<file path="config.mk">
export PLATFORM = sky130hd
export DESIGN_NAME = asac_dev_flat
export DESIGN_NICKNAME = d
export VERILOG_FILES = /design/src/asac_pkg.sv /design/src/asac_link_if.sv /design/src/asac_dev.sv /design/src/flat_wrapper.sv
export SDC_FILE = /design/constraint.sdc
export NUM_CORES = 1
export LEC_CHECK = 0
export BUFFER_PORTS_ARGS = -buffer_cell sky130_fd_sc_hd__buf_4
export CORE_MARGIN = 5
export CORE_UTILIZATION = 46
export DETAILED_ROUTE_END_ITERATION = 16
export PLACE_DENSITY = 0.68
export SLEW_MARGIN = 30
export SYNTH_ARGS = -nofsm -noshare
export SYNTH_HDL_FRONTEND = slang
export SYNTH_SLANG_ARGS = --single-unit
</file>
<file path="constraint.sdc">
create_clock -name sys_clk -period 2.1 [get_ports sys_clk]
set_clock_uncertainty 0.05 [all_clocks]
set_input_delay 0.63 -clock sys_clk [delete_from_list [all_inputs] [get_ports sys_clk]]
set_output_delay 0.63 -clock sys_clk [all_outputs]
set_load 0.02 [all_outputs]
</file>
<file path="src/asac_pkg.sv">
// Constants shared by the converter select/abort control and its host end.
// Both ends are assumed to run on one 200 MHz system clock.
package asac_pkg;

   // System clock.
   localparam int SYS_CLK_MHZ = 200;

   // Counter widths.
   localparam int TMR_W      = 12;
   localparam int CNT_W      = 5;
   localparam int INT_DIV_W  = 5;

   // Field widths.
   localparam int ADDR_BITS  = 4;
   localparam int RES_BITS   = 10;
   localparam int LEVEL_BITS = 12;

   // Transfer shape.
   localparam int XFER_CLKS   = 16;
   localparam int SAMPLE_EDGE = 10;

   // Least select-low time before the first address edge, rounded up to cycles.
   localparam int CS_SETUP_NS  = 1425;
   localparam int CS_SETUP_CYC = (CS_SETUP_NS * SYS_CLK_MHZ + 999) / 1000;

   // Fastest shift clock; the host's half period is rounded up to cycles.
   localparam int SCLK_MAX_KHZ  = 2100;
   localparam int SCLK_HALF_CYC = (SYS_CLK_MHZ * 1000 + 2 * SCLK_MAX_KHZ - 1) / (2 * SCLK_MAX_KHZ);

   // Noise filter on the device after select falls, before two internal clock falls.
   localparam int FILTER_NS  = 1000;
   localparam int FILTER_CYC = (FILTER_NS * SYS_CLK_MHZ + 999) / 1000;

   // Conversion time of the model, in system clock cycles.
   localparam int CONV_CYC = 1000;

   localparam logic [TMR_W-1:0] SETUP_TMR  = TMR_W'(CS_SETUP_CYC);
   localparam logic [TMR_W-1:0] HALF_TMR   = TMR_W'(SCLK_HALF_CYC);
   localparam logic [TMR_W-1:0] FILTER_TMR = TMR_W'(FILTER_CYC);
   localparam logic [TMR_W-1:0] CONV_TMR   = TMR_W'(CONV_CYC);
   localparam logic [TMR_W-1:0] GAP_TMR    = TMR_W'(SCLK_HALF_CYC);

   localparam logic [CNT_W-1:0] ADDR_LAST_RISE = CNT_W'(ADDR_BITS - 1);
   localparam logic [CNT_W-1:0] LAST_SAMPLE    = CNT_W'(SAMPLE_EDGE - 1);
   localparam logic [CNT_W-1:0] SAMPLE_CNT     = CNT_W'(SAMPLE_EDGE);
   localparam logic [CNT_W-1:0] RX_BITS        = CNT_W'(RES_BITS);
   localparam logic [CNT_W-1:0] XFER_CNT       = CNT_W'(XFER_CLKS);

   // Self-test addresses and their fixed results.
   localparam logic [ADDR_BITS-1:0] ADDR_TEST_MID = 4'hB;
   localparam logic [ADDR_BITS-1:0] ADDR_TEST_LO  = 4'hC;
   localparam logic [ADDR_BITS-1:0] ADDR_TEST_HI  = 4'hD;
   localparam logic [RES_BITS-1:0]  RES_MID       = 10'h200;
   localparam logic [RES_BITS-1:0]  RES_ZERO      = 10'h000;
   localparam logic [RES_BITS-1:0]  RES_FULL      = 10'h3FF;

endpackage

</file>
<file path="src/asac_link_if.sv">
// Four-wire serial link between the converter control and its host, plus end-of-conversion.
// The testbench instantiates it and joins both ends; a released data line is modelled without a floating level.
`timescale 1ns/1ps
interface asac_link_if;
   logic cs_n;
   logic io_clk;
   logic addr;
   logic dout;
   logic dout_oe_n;
   logic eoc;
   wire  dout_line;

   // A released data line shows the inverse of the last bit, so a host that samples it too early sees a wrong value.
   assign dout_line = dout_oe_n ? ~dout : dout;

   modport dev  (input cs_n, input io_clk, input addr, output dout, output dout_oe_n, output eoc);
   modport host (output cs_n, output io_clk, output addr, input dout_line, input eoc);
endinterface

</file>
<file path="src/asac_dev.sv">
// Converter end: select sequencing, abort, address capture, serial result and conversion model.
// Assumes link pins are asynchronous to sys_clk; the user side supplies the selected analog level.
//
// How it works
// - Every transfer starts at select falling.
// - Select falling mid-cycle aborts, result kept.
// - Host avoids select falling near conversion end.
// - Codes saturate at both reference limits.
// - Ignore inputs for filter plus two ticks.
// - Host waits 1.425 us before address.
// - Host rises eleventh edge within 9.5 us.
// - Host shift clock at most 2.1 MHz.
// - Address MSB first on first four rises.
// - Late eleventh rise loses sync until reselect.
// - Select rising floats data, stops input.
`timescale 1ns/1ps
module asac_dev (
   input  wire logic                               sys_clk,
   input  wire logic                               rst_n,
   asac_link_if.dev                                link,
   input  wire logic [asac_pkg::LEVEL_BITS-1:0]    ain_level,
   input  wire logic [asac_pkg::LEVEL_BITS-1:0]    ref_lo,
   input  wire logic [asac_pkg::LEVEL_BITS-1:0]    ref_hi,
   output logic      [asac_pkg::ADDR_BITS-1:0]     chan_q,
   output logic      [asac_pkg::RES_BITS-1:0]      result_q,
   output logic                                    busy_q,
   output logic                                    sync_lost_q
);

   typedef enum logic [1:0] {
      ASAC_IDLE,
      ASAC_SETTLE,
      ASAC_SHIFT,
      ASAC_LOST
   } asac_dev_mode_t;

   typedef struct packed {
      logic [2:0]                          cs_sy;
      logic [2:0]                          clk_sy;
      logic [1:0]                          addr_sy;
      asac_dev_mode_t                      mode;
      logic [asac_pkg::TMR_W-1:0]          tmr;
      logic                                tick_seen;
      logic [asac_pkg::INT_DIV_W-1:0]      div;
      logic [asac_pkg::CNT_W-1:0]          rise_cnt;
      logic [asac_pkg::CNT_W-1:0]          fall_cnt;
      logic [asac_pkg::ADDR_BITS-1:0]      addr_sh;
      logic [asac_pkg::ADDR_BITS-1:0]      chan;
      logic [asac_pkg::RES_BITS-1:0]       out_sh;
      logic                                dout;
      logic                                dout_oe_n;
      logic                                conv;
      logic [asac_pkg::TMR_W-1:0]          conv_tmr;
      logic [asac_pkg::ADDR_BITS-1:0]      conv_chan;
      logic [asac_pkg::RES_BITS-1:0]       result;
      logic                                eoc;
      logic                                lost;
   } asac_dev_st_t;

   asac_dev_st_t                        q;
   asac_dev_st_t                        d;
   logic                                cs_fall;
   logic                                cs_rise;
   logic                                sclk_rise;
   logic                                sclk_fall;
   logic                                int_fall;
   logic [asac_pkg::LEVEL_BITS-1:0]     diff;
   logic [asac_pkg::RES_BITS-1:0]       code;
   logic [asac_pkg::ADDR_BITS-1:0]      addr_next;

   // Edge detectors look only at the second and third synchroniser stages.
   assign cs_fall   = q.cs_sy[2] & ~q.cs_sy[1];
   assign cs_rise   = ~q.cs_sy[2] & q.cs_sy[1];
   assign sclk_rise = ~q.clk_sy[2] & q.clk_sy[1];
   assign sclk_fall = q.clk_sy[2] & ~q.clk_sy[1];

   // The internal system clock falls once per divider wrap.
   assign int_fall  = &q.div;

   assign addr_next = {q.addr_sh[asac_pkg::ADDR_BITS-2:0], q.addr_sy[1]};

   // Result code of the channel being converted.
   always_comb begin
      diff = ain_level - ref_lo;
      if (q.conv_chan == asac_pkg::ADDR_TEST_MID) begin
         code = asac_pkg::RES_MID;
      end else if (q.conv_chan == asac_pkg::ADDR_TEST_LO) begin
         code = asac_pkg::RES_ZERO;
      end else if (q.conv_chan == asac_pkg::ADDR_TEST_HI) begin
         code = asac_pkg::RES_FULL;
      end else if (ain_level <= ref_lo) begin
         code = asac_pkg::RES_ZERO;
      end else if (ain_level >= ref_hi) begin
         code = asac_pkg::RES_FULL;
      end else if (diff > asac_pkg::LEVEL_BITS'(asac_pkg::RES_FULL)) begin
         code = asac_pkg::RES_FULL;
      end else begin
         code = diff[asac_pkg::RES_BITS-1:0];
      end
   end

   always_comb begin
      d         = q;
      d.cs_sy   = {q.cs_sy[1:0], link.cs_n};
      d.clk_sy  = {q.clk_sy[1:0], link.io_clk};
      d.addr_sy = {q.addr_sy[0], link.addr};
      d.div     = q.div + 1'b1;

      // Conversion runs on, even after select rises, until its timer ends.
      if (q.conv) begin
         if (q.conv_tmr != '0) begin
            d.conv_tmr = q.conv_tmr - 1'b1;
         end else begin
            d.conv = 1'b0;
            d.eoc  = 1'b1;
            if (q.mode == ASAC_SHIFT && q.rise_cnt <= asac_pkg::SAMPLE_CNT) begin
               // The eleventh rise has not come yet: the link is out of step.
               d.mode = ASAC_LOST;
               d.lost = 1'b1;
            end else begin
               d.result = code;
            end
         end
      end

      unique case (q.mode)
         ASAC_IDLE: begin
         end
         ASAC_SETTLE: begin
            // Control inputs are not looked at until the filter and two ticks pass.
            if (q.tmr != '0) begin
               d.tmr = q.tmr - 1'b1;
            end else if (int_fall) begin
               d.tick_seen = 1'b1;
               if (q.tick_seen) begin
                  d.mode = ASAC_SHIFT;
               end
            end
         end
         ASAC_SHIFT: begin
            if (sclk_rise) begin
               if (~&q.rise_cnt) begin
                  d.rise_cnt = q.rise_cnt + 1'b1;
               end
               if (q.rise_cnt <= asac_pkg::ADDR_LAST_RISE) begin
                  d.addr_sh = addr_next;
               end
               if (q.rise_cnt == asac_pkg::ADDR_LAST_RISE) begin
                  d.chan = addr_next;
               end
            end
            if (sclk_fall) begin
               if (~&q.fall_cnt) begin
                  d.fall_cnt = q.fall_cnt + 1'b1;
               end
               // Next result bit; zeros follow once all ten have left.
               d.out_sh = {q.out_sh[asac_pkg::RES_BITS-2:0], 1'b0};
               d.dout   = q.out_sh[asac_pkg::RES_BITS-2];
               if (q.fall_cnt == asac_pkg::LAST_SAMPLE) begin
                  d.conv      = 1'b1;
                  d.conv_tmr  = asac_pkg::CONV_TMR;
                  d.conv_chan = q.chan;
                  d.eoc       = 1'b0;
               end
            end
         end
         ASAC_LOST: begin
            // Shift clocks are ignored until select is toggled.
         end
      endcase

      if (cs_rise) begin
         d.mode      = ASAC_IDLE;
         d.dout_oe_n = 1'b1;
      end

      // A new falling select restarts the transfer, keeping result and chan, and wins over any other update.
      if (cs_fall) begin
         d.mode      = ASAC_SETTLE;
         d.tmr       = asac_pkg::FILTER_TMR;
         d.tick_seen = 1'b0;
         d.rise_cnt  = '0;
         d.fall_cnt  = '0;
         d.addr_sh   = '0;
         d.conv      = 1'b0;
         d.eoc       = 1'b1;
         d.lost      = 1'b0;
         d.result    = q.result;
         d.out_sh    = q.result;
         d.dout      = q.result[asac_pkg::RES_BITS-1];
         d.dout_oe_n = 1'b0;
      end
   end

   always_ff @(posedge sys_clk or negedge rst_n) begin
      if (!rst_n) begin
         q           <= '0;
         q.cs_sy     <= '1;
         q.dout_oe_n <= 1'b1;
         q.eoc       <= 1'b1;
      end else begin
         q <= d;
      end
   end

   assign link.dout      = q.dout;
   assign link.dout_oe_n = q.dout_oe_n;
   assign link.eoc       = q.eoc;
   assign chan_q         = q.chan;
   assign result_q       = q.result;
   assign busy_q         = q.conv;
   assign sync_lost_q    = q.lost;

endmodule // asac_dev

</file>
<file path="src/flat_wrapper.sv">
// flat-port wrapper written by rule: the top's interface ports become plain ports
module asac_dev_flat 
  (sys_clk, rst_n, ain_level, ref_lo, ref_hi, chan_q, result_q, busy_q, sync_lost_q, link_cs_n, link_io_clk, link_addr, link_dout, link_dout_oe_n, link_eoc);
  asac_link_if link_i ();
  input  wire logic sys_clk;
  input  wire logic rst_n;
  input  wire logic [asac_pkg::LEVEL_BITS-1:0] ain_level;
  input  wire logic [asac_pkg::LEVEL_BITS-1:0] ref_lo;
  input  wire logic [asac_pkg::LEVEL_BITS-1:0] ref_hi;
  output logic      [asac_pkg::ADDR_BITS-1:0] chan_q;
  output logic      [asac_pkg::RES_BITS-1:0] result_q;
  output logic busy_q;
  output logic sync_lost_q;
  input wire logic [$bits(link_i.cs_n)-1:0] link_cs_n;
  input wire logic [$bits(link_i.io_clk)-1:0] link_io_clk;
  input wire logic [$bits(link_i.addr)-1:0] link_addr;
  output wire logic [$bits(link_i.dout)-1:0] link_dout;
  output wire logic [$bits(link_i.dout_oe_n)-1:0] link_dout_oe_n;
  output wire logic [$bits(link_i.eoc)-1:0] link_eoc;
  assign link_i.cs_n = link_cs_n;
  assign link_i.io_clk = link_io_clk;
  assign link_i.addr = link_addr;
  assign link_dout = link_i.dout;
  assign link_dout_oe_n = link_i.dout_oe_n;
  assign link_eoc = link_i.eoc;
  asac_dev u_core (.sys_clk(sys_clk), .rst_n(rst_n), .link(link_i), .ain_level(ain_level), .ref_lo(ref_lo), .ref_hi(ref_hi), .chan_q(chan_q), .result_q(result_q), .busy_q(busy_q), .sync_lost_q(sync_lost_q));
endmodule
</file>
==> results of run 1 <==
-- worst register-to-register path: cells and delay by family, from the launching register on --
family | cells | cell delay, ns
adder cells (fa/ha/maj) | 1 | 0.15
flip-flops | 1 | 0.38
buffers and inverters | 1 | 0.08
AND/OR/NAND/NOR | 2 | 0.42
AO/OA/AOI/OAI | 3 | 1.11
-- per-stage QoR --
step	utilization [%]	total power [W]	hold WS (ns)	instance area (um2)	TNS (ns)
after CTS	60.5	0.00397	0.202	6280	-2.07
after floorplan	-	0.00228	0.281	5000	-4.67
final	61.1	0.00395	0.197	6330	-2.34
after detailed placement	57.1	0.00266	0.294	5920	-8.34
after global placement	57.1	0.00263	0.286	5920	-6.92
after global routing	61.1	0.00419	0.221	6330	-3.33
-- Yosys cell counts (2+ instances only) --
library cell  instances  share of area [%]
and2_1                2               0.25
nand2_1              53                4.0
or3b_2                2               0.36
nor3_1               24                2.4
mux2_2                4               0.91
nand4_1               6               0.76
o21ai_0              26                2.6
or2_2                 2               0.25
a21oi_1              19                1.9
xor2_1               14                2.5
clkbuf_1             10               0.76
mux2i_1              15                3.0
a41oi_1               2               0.36
nor2_1               43                3.3
or3_1                 2               0.25
xnor2_1              17                3.0
inv_1                42                3.2
o211ai_1              2               0.30
nand3_1              15                1.5
dfstp_2               5                2.7
o21a_1                4               0.61
o21ai_1              13                1.3
nor4_1                6               0.76
nor2b_1               3               0.38
o31ai_1               2               0.30
nor3b_1               2               0.30
a211oi_1              3               0.46
a21o_1                3               0.46
buf_4                14                2.1
nor4b_1               3               0.53
nor3_2                2               0.41
clkbuf_8              2               0.56
o31a_1                2               0.36
and3_1                7               0.89
ha_1                 37                9.4
dfrtp_1              80                 41
nand2b_1              4               0.51
-- layout by cell type (no fill, tap or decap), types with 6 or more instances in the layout --
| master | count |
|---|---|
| clkbuf_8 | 10 |
| nor3_2 | 8 |
| o21ai_1 | 7 |
| xor2_1 | 14 |
| dfrtp_1 | 80 |
| nand3_1 | 13 |
| o21ai_0 | 26 |
| inv_1 | 38 |
| and3_1 | 7 |
| nand2_1 | 51 |
| mux2i_1 | 15 |
| ha_1 | 34 |
| o21ai_2 | 6 |
| nand4_1 | 6 |
| a21oi_1 | 17 |
| xnor2_1 | 16 |
| buf_4 | 121 |
| nor4_1 | 6 |
| nor3_1 | 16 |
| nor2_1 | 43 |
-- state kept, by name, indices dropped and copies added (netlist names) --
register               cells
u_core.d                   5
u_core.sync_lost_q         1
u_core.link.dout           1
u_core.addr_next           4
u_core.chan_q              4
u_core.result_q           10
u_core.link.dout_oe_n      1
u_core.busy_q              1
u_core.q                  57
u_core.link.eoc            1
-- kinds of logic after synthesis --
logic type / count (synthesis) / synth area share (%)
flops: 85 / 43.3
simple gates: 185 / 18.9
fa+ha+maj: 38 / 9.80
compound gates: 91 / 11.8
xor+xnor: 31 / 5.51
mux: 19 / 3.96
buf+inv: 69 / 6.73
-- final cells by class --
class                      instances  area share, %
tap                              136           2.69
multi-input combinational        365           42.5
sequential                        85           33.7
inverter                          42           2.69
clock inverter                     4           1.15
timing repair buffer             124           15.1
clock buffer                      11           2.23
-- final timing paths --
path                              start                  end  slack (ns)  cells past startpoint
min                               rst_n         u_core.q[60]        0.20                      1
min reg2reg                u_core.d[80]  u_core.addr_next[0]        0.31                      0
max reg2reg                u_core.q[17]   u_core.result_q[8]       -0.17                      7
max                        ain_level[0]   u_core.result_q[8]       -0.26                     12
max in group asynchronous         rst_n         u_core.q[86]        1.17                      2
min in group sys_clk       u_core.d[80]  u_core.addr_next[0]        0.31                      0
-- power groups by stage --
stage          sequential, W  combinational [W]  clock [W]
3_5_place_dp         0.00183           0.000832          0
6_report             0.00180           0.000900    0.00124
5_1_grt              0.00182            0.00102    0.00135
3_3_place_gp         0.00182           0.000806          0
4_1_cts              0.00180           0.000895    0.00128
2_1_floorplan        0.00183           0.000452          0
-- layer usage --
layer	track usage, %	up-vias	share of wire [%]
li1	-	2005	-
met1	22.1	1857	45
met2	30.2	73	50
met3	3.87	13	4.2
met4	5.29	0	1.3
met5	0	-	0
-- timing repair --
| item | 4_1_cts | 5_1_grt |
|---|---|---|
| endpoints found under the hold margin | 0 | 0 |
| gates resized for setup | 22 | 13 |
| pin swaps | 20 | 11 |
| setup endpoints to repair | 12 | 20 |
| setup buffers | 2 | 1 |
| cloned | 1 | 0 |
| hold buffers | 0 | 0 |
==> flow_summary.toml, run 1 <==
[status]
status = "finished, violations left"
violations = "negative setup slack"

[power]
p_sw_share_pct = 27.0
p_switching_w = 0.00107
pwr_density_cell_mw_per_mm2 = 624
ir_drop_mv = 0.391
internal_power_w = 0.00288
p_comb_share_pct = 22.8
power_leakage_nw = 3.09
power_frac_seq_pct = 45.7
clkPwrFrac_pct = 31.5

[die]
die_w_um = 114
ios = 60
core_area_mm2 = 0.0104
start_util_pct = 47.5
die_area_mm2 = 0.0129
dieHeight_um = 114
rows = 37

[global_routing]
grt_overflow_total = 0
antenna_found_initial = 0
grt_pass1_vias = 4170
grt_max_degree = 53
grt_use_total_pct = 17.6
grt_pass1_wl_um = 18900

[yosys]
ys_seq_elements = 85
seq_area_frac_synth_pct = 43.3
synth_area_mm2 = 0.00493
synth.avg_cell_area_um2 = 9.51
synthesis.nets = 597
synthFlopType = "dfrtp_1"
synthCells = 518
ys_warn_count = 0
synth_cell_types = 63
synth-edff-count = 0
synthArstFlopShare_pct = 100

[finish]
area_delta_synth_final_pct = 28.5
final_cells = 767
multiInputGateArea_mm2 = 0.00269
antenna_cells = 0
drive_gt1_share_pct = 31.5
regArea_mm2 = 0.00213
fillers = 883
nNetsFinal = 706

[placed_design]
dp.cells = 748
gp_congestion = 0.839
dp_slack_ns = -0.866
portBuffers = 59
dp_hpwl_um = 7820

[clock_network]
cts-root-buf = "clkbuf_8"
cts_tree = "yes"
clkSinkCount = 85
cts.path.max_buffers = 2
htree_levels = 3
cts-buffers-inserted = 9
clock_latency_ns = 0.35
clk_pin_slew_worst_paths_ns = 0.09

[timing]
slew_viol_final = 0
hold_viol_final = 0
fmaxAchievable_ghz = 0.424
worstMarginPinSlew_ns = 0.525
finalSetupViolations = 10
rsz0062_at_grt = "yes"
slew-limit-headroom_pct = 64.6
fin_crit_ns = 2.36
finalCritPeriodShare_pct = 112
fin_ws_ns = -0.261

[setup_path]
start_kind = "primary input"
worst-path-max-fanout = 5
endpoint_kind = "register"
critPathMaxStageDelay_ns = 0.57
critical_path.slowest_cell = "a2111o_4"
crit_required_ns = 2.32
cp.arrival_ns = 2.58
path_cells = "buf_8 > inv_12 > ha_4 > inv_2 > fa_2 > nand3_2 > nand2_2 > a311oi_4 > o21ai_4 > o311ai_4 > a2111o_4 > o21ai_2"
cp_num_buf_inv = 3
critical_path_class = "in2reg"
critPathTopFamily = "compound AO/OA/AOI/OAI gates"

[routing]
drtAntennaViolNets = 0
drt_iter0_markers = 139
wl_um = 10500
avgViaCountPerCell = 5.15
drc = 0
routedWlPerCell_um = 13.7
num_vias = 3948
first_pass_iters = 4

[flow_run]
cap_violations = 0

[min_path]
holdCritPathClass = "in2async"
Note: power is estimated with default switching activity, not from simulation.
==> run 2, diff against run 1 <==
ABC_AREA = 1   (was not set)
clock period = 2 ns   (was 2.1 ns; I/O delays follow)
==> run 2 against run 1 <==
The flow still finishes with violations (negative setup slack). Critical path type unchanged. Critical path depth grew 3. Combinational power grew 29%. Register-to-register slack gained 0.26 ns. Global-route usage grew 1.3 points.
==> flow_summary.toml, run 2 <==
[finish]
area_delta_synth_final_pct = 35.4
largest-register = "u_core.q"
final_cells = 953
nNetsFinal = 884
fillers = 957
largest_reg_flops = 57
antenna_cells = 0
final_core_util_pct = 63.1
regArea_mm2 = 0.00213
mostFrequentLayoutCells = "nand2_1, buf_4, inv_1"
drive_gt1_share_pct = 32.7
multiInputGateArea_mm2 = 0.00305
mostFrequentLayoutCell = "nand2_1"

[global_routing]
grt_pass1_wl_um = 21000
antenna_found_initial = 0
grt_pass1_vias = 4767
grt_max_degree = 32
grt_use_total_pct = 18.9
grt_overflow_total = 0

[yosys]
synthFlopType = "dfrtp_1"
synth_top_family_by_area = "simple AND/OR/NAND/NOR gates"
synth-edff-count = 0
synth-xor-area-share_pct = 2.32
synthesis.nets = 770
synth_mux_area_share_pct = 0.640
synth.top_cell.area_share_pct = 38.0
synthArstFlopShare_pct = 100
ys_seq_elements = 85
synth-compound-area-share_pct = 8.97
yosys.area_share.simple_pct = 27.6
ys_warn_count = 0
synthAdderAreaFrac_pct = 9.16
synthTopCellsByArea = "dfrtp_1, nand2_1, ha_1"
post-synth-top-count-cell = "nand2_1"
synth_area_mm2 = 0.00528
seq_area_frac_synth_pct = 40.4
yosys-top-cells-count = "nand2_1, inv_1, dfrtp_1"
yosys.area.top_type = "dfrtp_1"
synth_cell_types = 50
synthCells = 691
synth.avg_cell_area_um2 = 7.63

[placed_design]
gp_congestion = 0.886
dp.cells = 926
portBuffers = 59
dp_hpwl_um = 9400

[setup_path]
critPathMaxStageDelay_ns = 0.37
endpoint_kind = "register"
cp_num_buf_inv = 4
worst-path-max-fanout = 5
critical_path.slowest_cell = "fa_2"
cp.arrival_ns = 2.18
cpMostUsedCell = "nand2_1"
start_kind = "primary input"
path_cells = "buf_12 > inv_12 > ha_4 > inv_4 > fa_2 > nand3_2 > nand3_4 > nand3_2 > nand4_1 > nand2_2 > clkinv_4 > nand2_1 > nand2_1 > nand2_1 > nand2_1"
critical_path_class = "in2reg"
critPathTopFamily = "simple AND/OR/NAND/NOR gates"
crit_required_ns = 2.17

[timing]
slew-limit-headroom_pct = 68.6
finalCritPeriodShare_pct = 101
rsz0062_at_grt = "yes"
fin_ws_ns = -0.0110
fin_crit_ns = 2.01
worstMarginPinSlew_ns = 0.467
hold_viol_final = 0
slew_viol_final = 0
fmaxAchievable_ghz = 0.497
finalSetupViolations = 2

[clock_network]
cts-buffers-inserted = 9
cts-root-buf = "clkbuf_16"
cts_tree = "yes"
clk_pin_slew_worst_paths_ns = 0.06
clock_latency_ns = 0.34
holdBufCountCts = 0
htree_levels = 3
clkSinkCount = 85
cts.path.max_buffers = 2

[status]
status = "finished, violations left"
violations = "negative setup slack"

[power]
ir_drop_mv = 0.690
pwr_density_cell_mw_per_mm2 = 703
power_leakage_nw = 3.60

[die]
start_util_pct = 46.6
ios = 60
dieHeight_um = 117
die_w_um = 117
die_area_mm2 = 0.0137
rows = 39
core_area_mm2 = 0.0113

[min_path]
holdCritPathClass = "in2async"

[routing]
drt_iter0_markers = 286
routedWlPerCell_um = 13.6
drc = 0
drtAntennaViolNets = 0
wl_um = 13000
num_vias = 4884
first_pass_iters = 5
avgViaCountPerCell = 5.12

[flow_run]
cap_violations = 0
run 2: cell count changes in the layout (fill, tap and decap cells not counted), moves of 10 or more:
| cell | delta |
|---|---|
| nand3_1 | +11 |
| nor2_1 | +10 |
| ha_4 | +18 |
| mux2i_1 | -15 |
| ha_1 | -17 |
| xnor2_1 | -15 |
| nand2_2 | +28 |
| nand2_1 | +107 |
| inv_1 | +54 |
| inv_2 | +17 |
run 2: layout make-up:
cell class / count / area share [%]
Multi-Input combinational cell: 470 / 42.7
Sequential cell: 85 / 29.9
Timing Repair Buffer: 121 / 13.4
Inverter: 117 / 6.46
Clock buffer: 11 / 3.54
Tap cell: 143 / 2.50
Clock inverter: 5 / 1.49
Timing Repair inverter: 1 / 0.0876
run 2: timing repair:
item	4_1_cts	5_1_grt
gates cloned	1	2
setup endpoints to repair	10	22
pin swaps	2	34
buffers inserted	0	8
gates resized for setup	7	107
run 2: final timing paths:
check | startpoint | end | slack, ns | cells after the start
setup / recovery | ain_level[0] | u_core.result_q[3] | -0.01 | 15
hold / removal | rst_n | u_core.chan_q[2] | 0.15 | 1
setup reg to reg | u_core.q[66] | u_core.q[72] | 0.09 | 13
hold reg to reg | u_core.d[80] | u_core.addr_next[0] | 0.30 | 0
max in group asynchronous | rst_n | u_core.q[68] | 1.20 | 2
min in group sys_clk | u_core.d[80] | u_core.addr_next[0] | 0.30 | 0
run 2: metrics by stage:
stage          setup TNS [ns]  hold WS [ns]  area [um2]  total power (W)  setup WS [ns]
5_1_grt                -0.833         0.175        7140          0.00525         -0.104
2_1_floorplan          -0.682         0.254        5330          0.00245        -0.0922
3_3_place_gp            -3.29         0.293        6230          0.00279         -0.339
3_5_place_dp            -3.98         0.290        6230          0.00282         -0.415
4_1_cts                     0         0.157        6620          0.00481         0.0255
6_report              -0.0124         0.151        7140          0.00502        -0.0110
run 2: kinds of logic after synthesis:
kind of cell,count (synthesis)
AND/OR/NAND/NOR,333
buffers and inverters,137
flip-flops,85
AO/OA/AOI/OAI,81
adder cells (fa/ha/maj),38
XOR/XNOR,14
multiplexers,3
run 2: where the power goes:
group          switching (W)  internal, W  leakage (nW)
sequential         0.0000843      0.00182          1.05
combinational       0.000629     0.000534          2.38
clock               0.000664      0.00129         0.172
run 2: per-layer routing:
metal | global-route usage, % | vias up | share of wire, %
met5 | 0 | - | 0
met2 | 31.5 | 144 | 49
li1 | - | 2413 | -
met4 | 5.58 | 0 | 2.4
met1 | 25.1 | 2299 | 44
met3 | 3.55 | 28 | 4.6
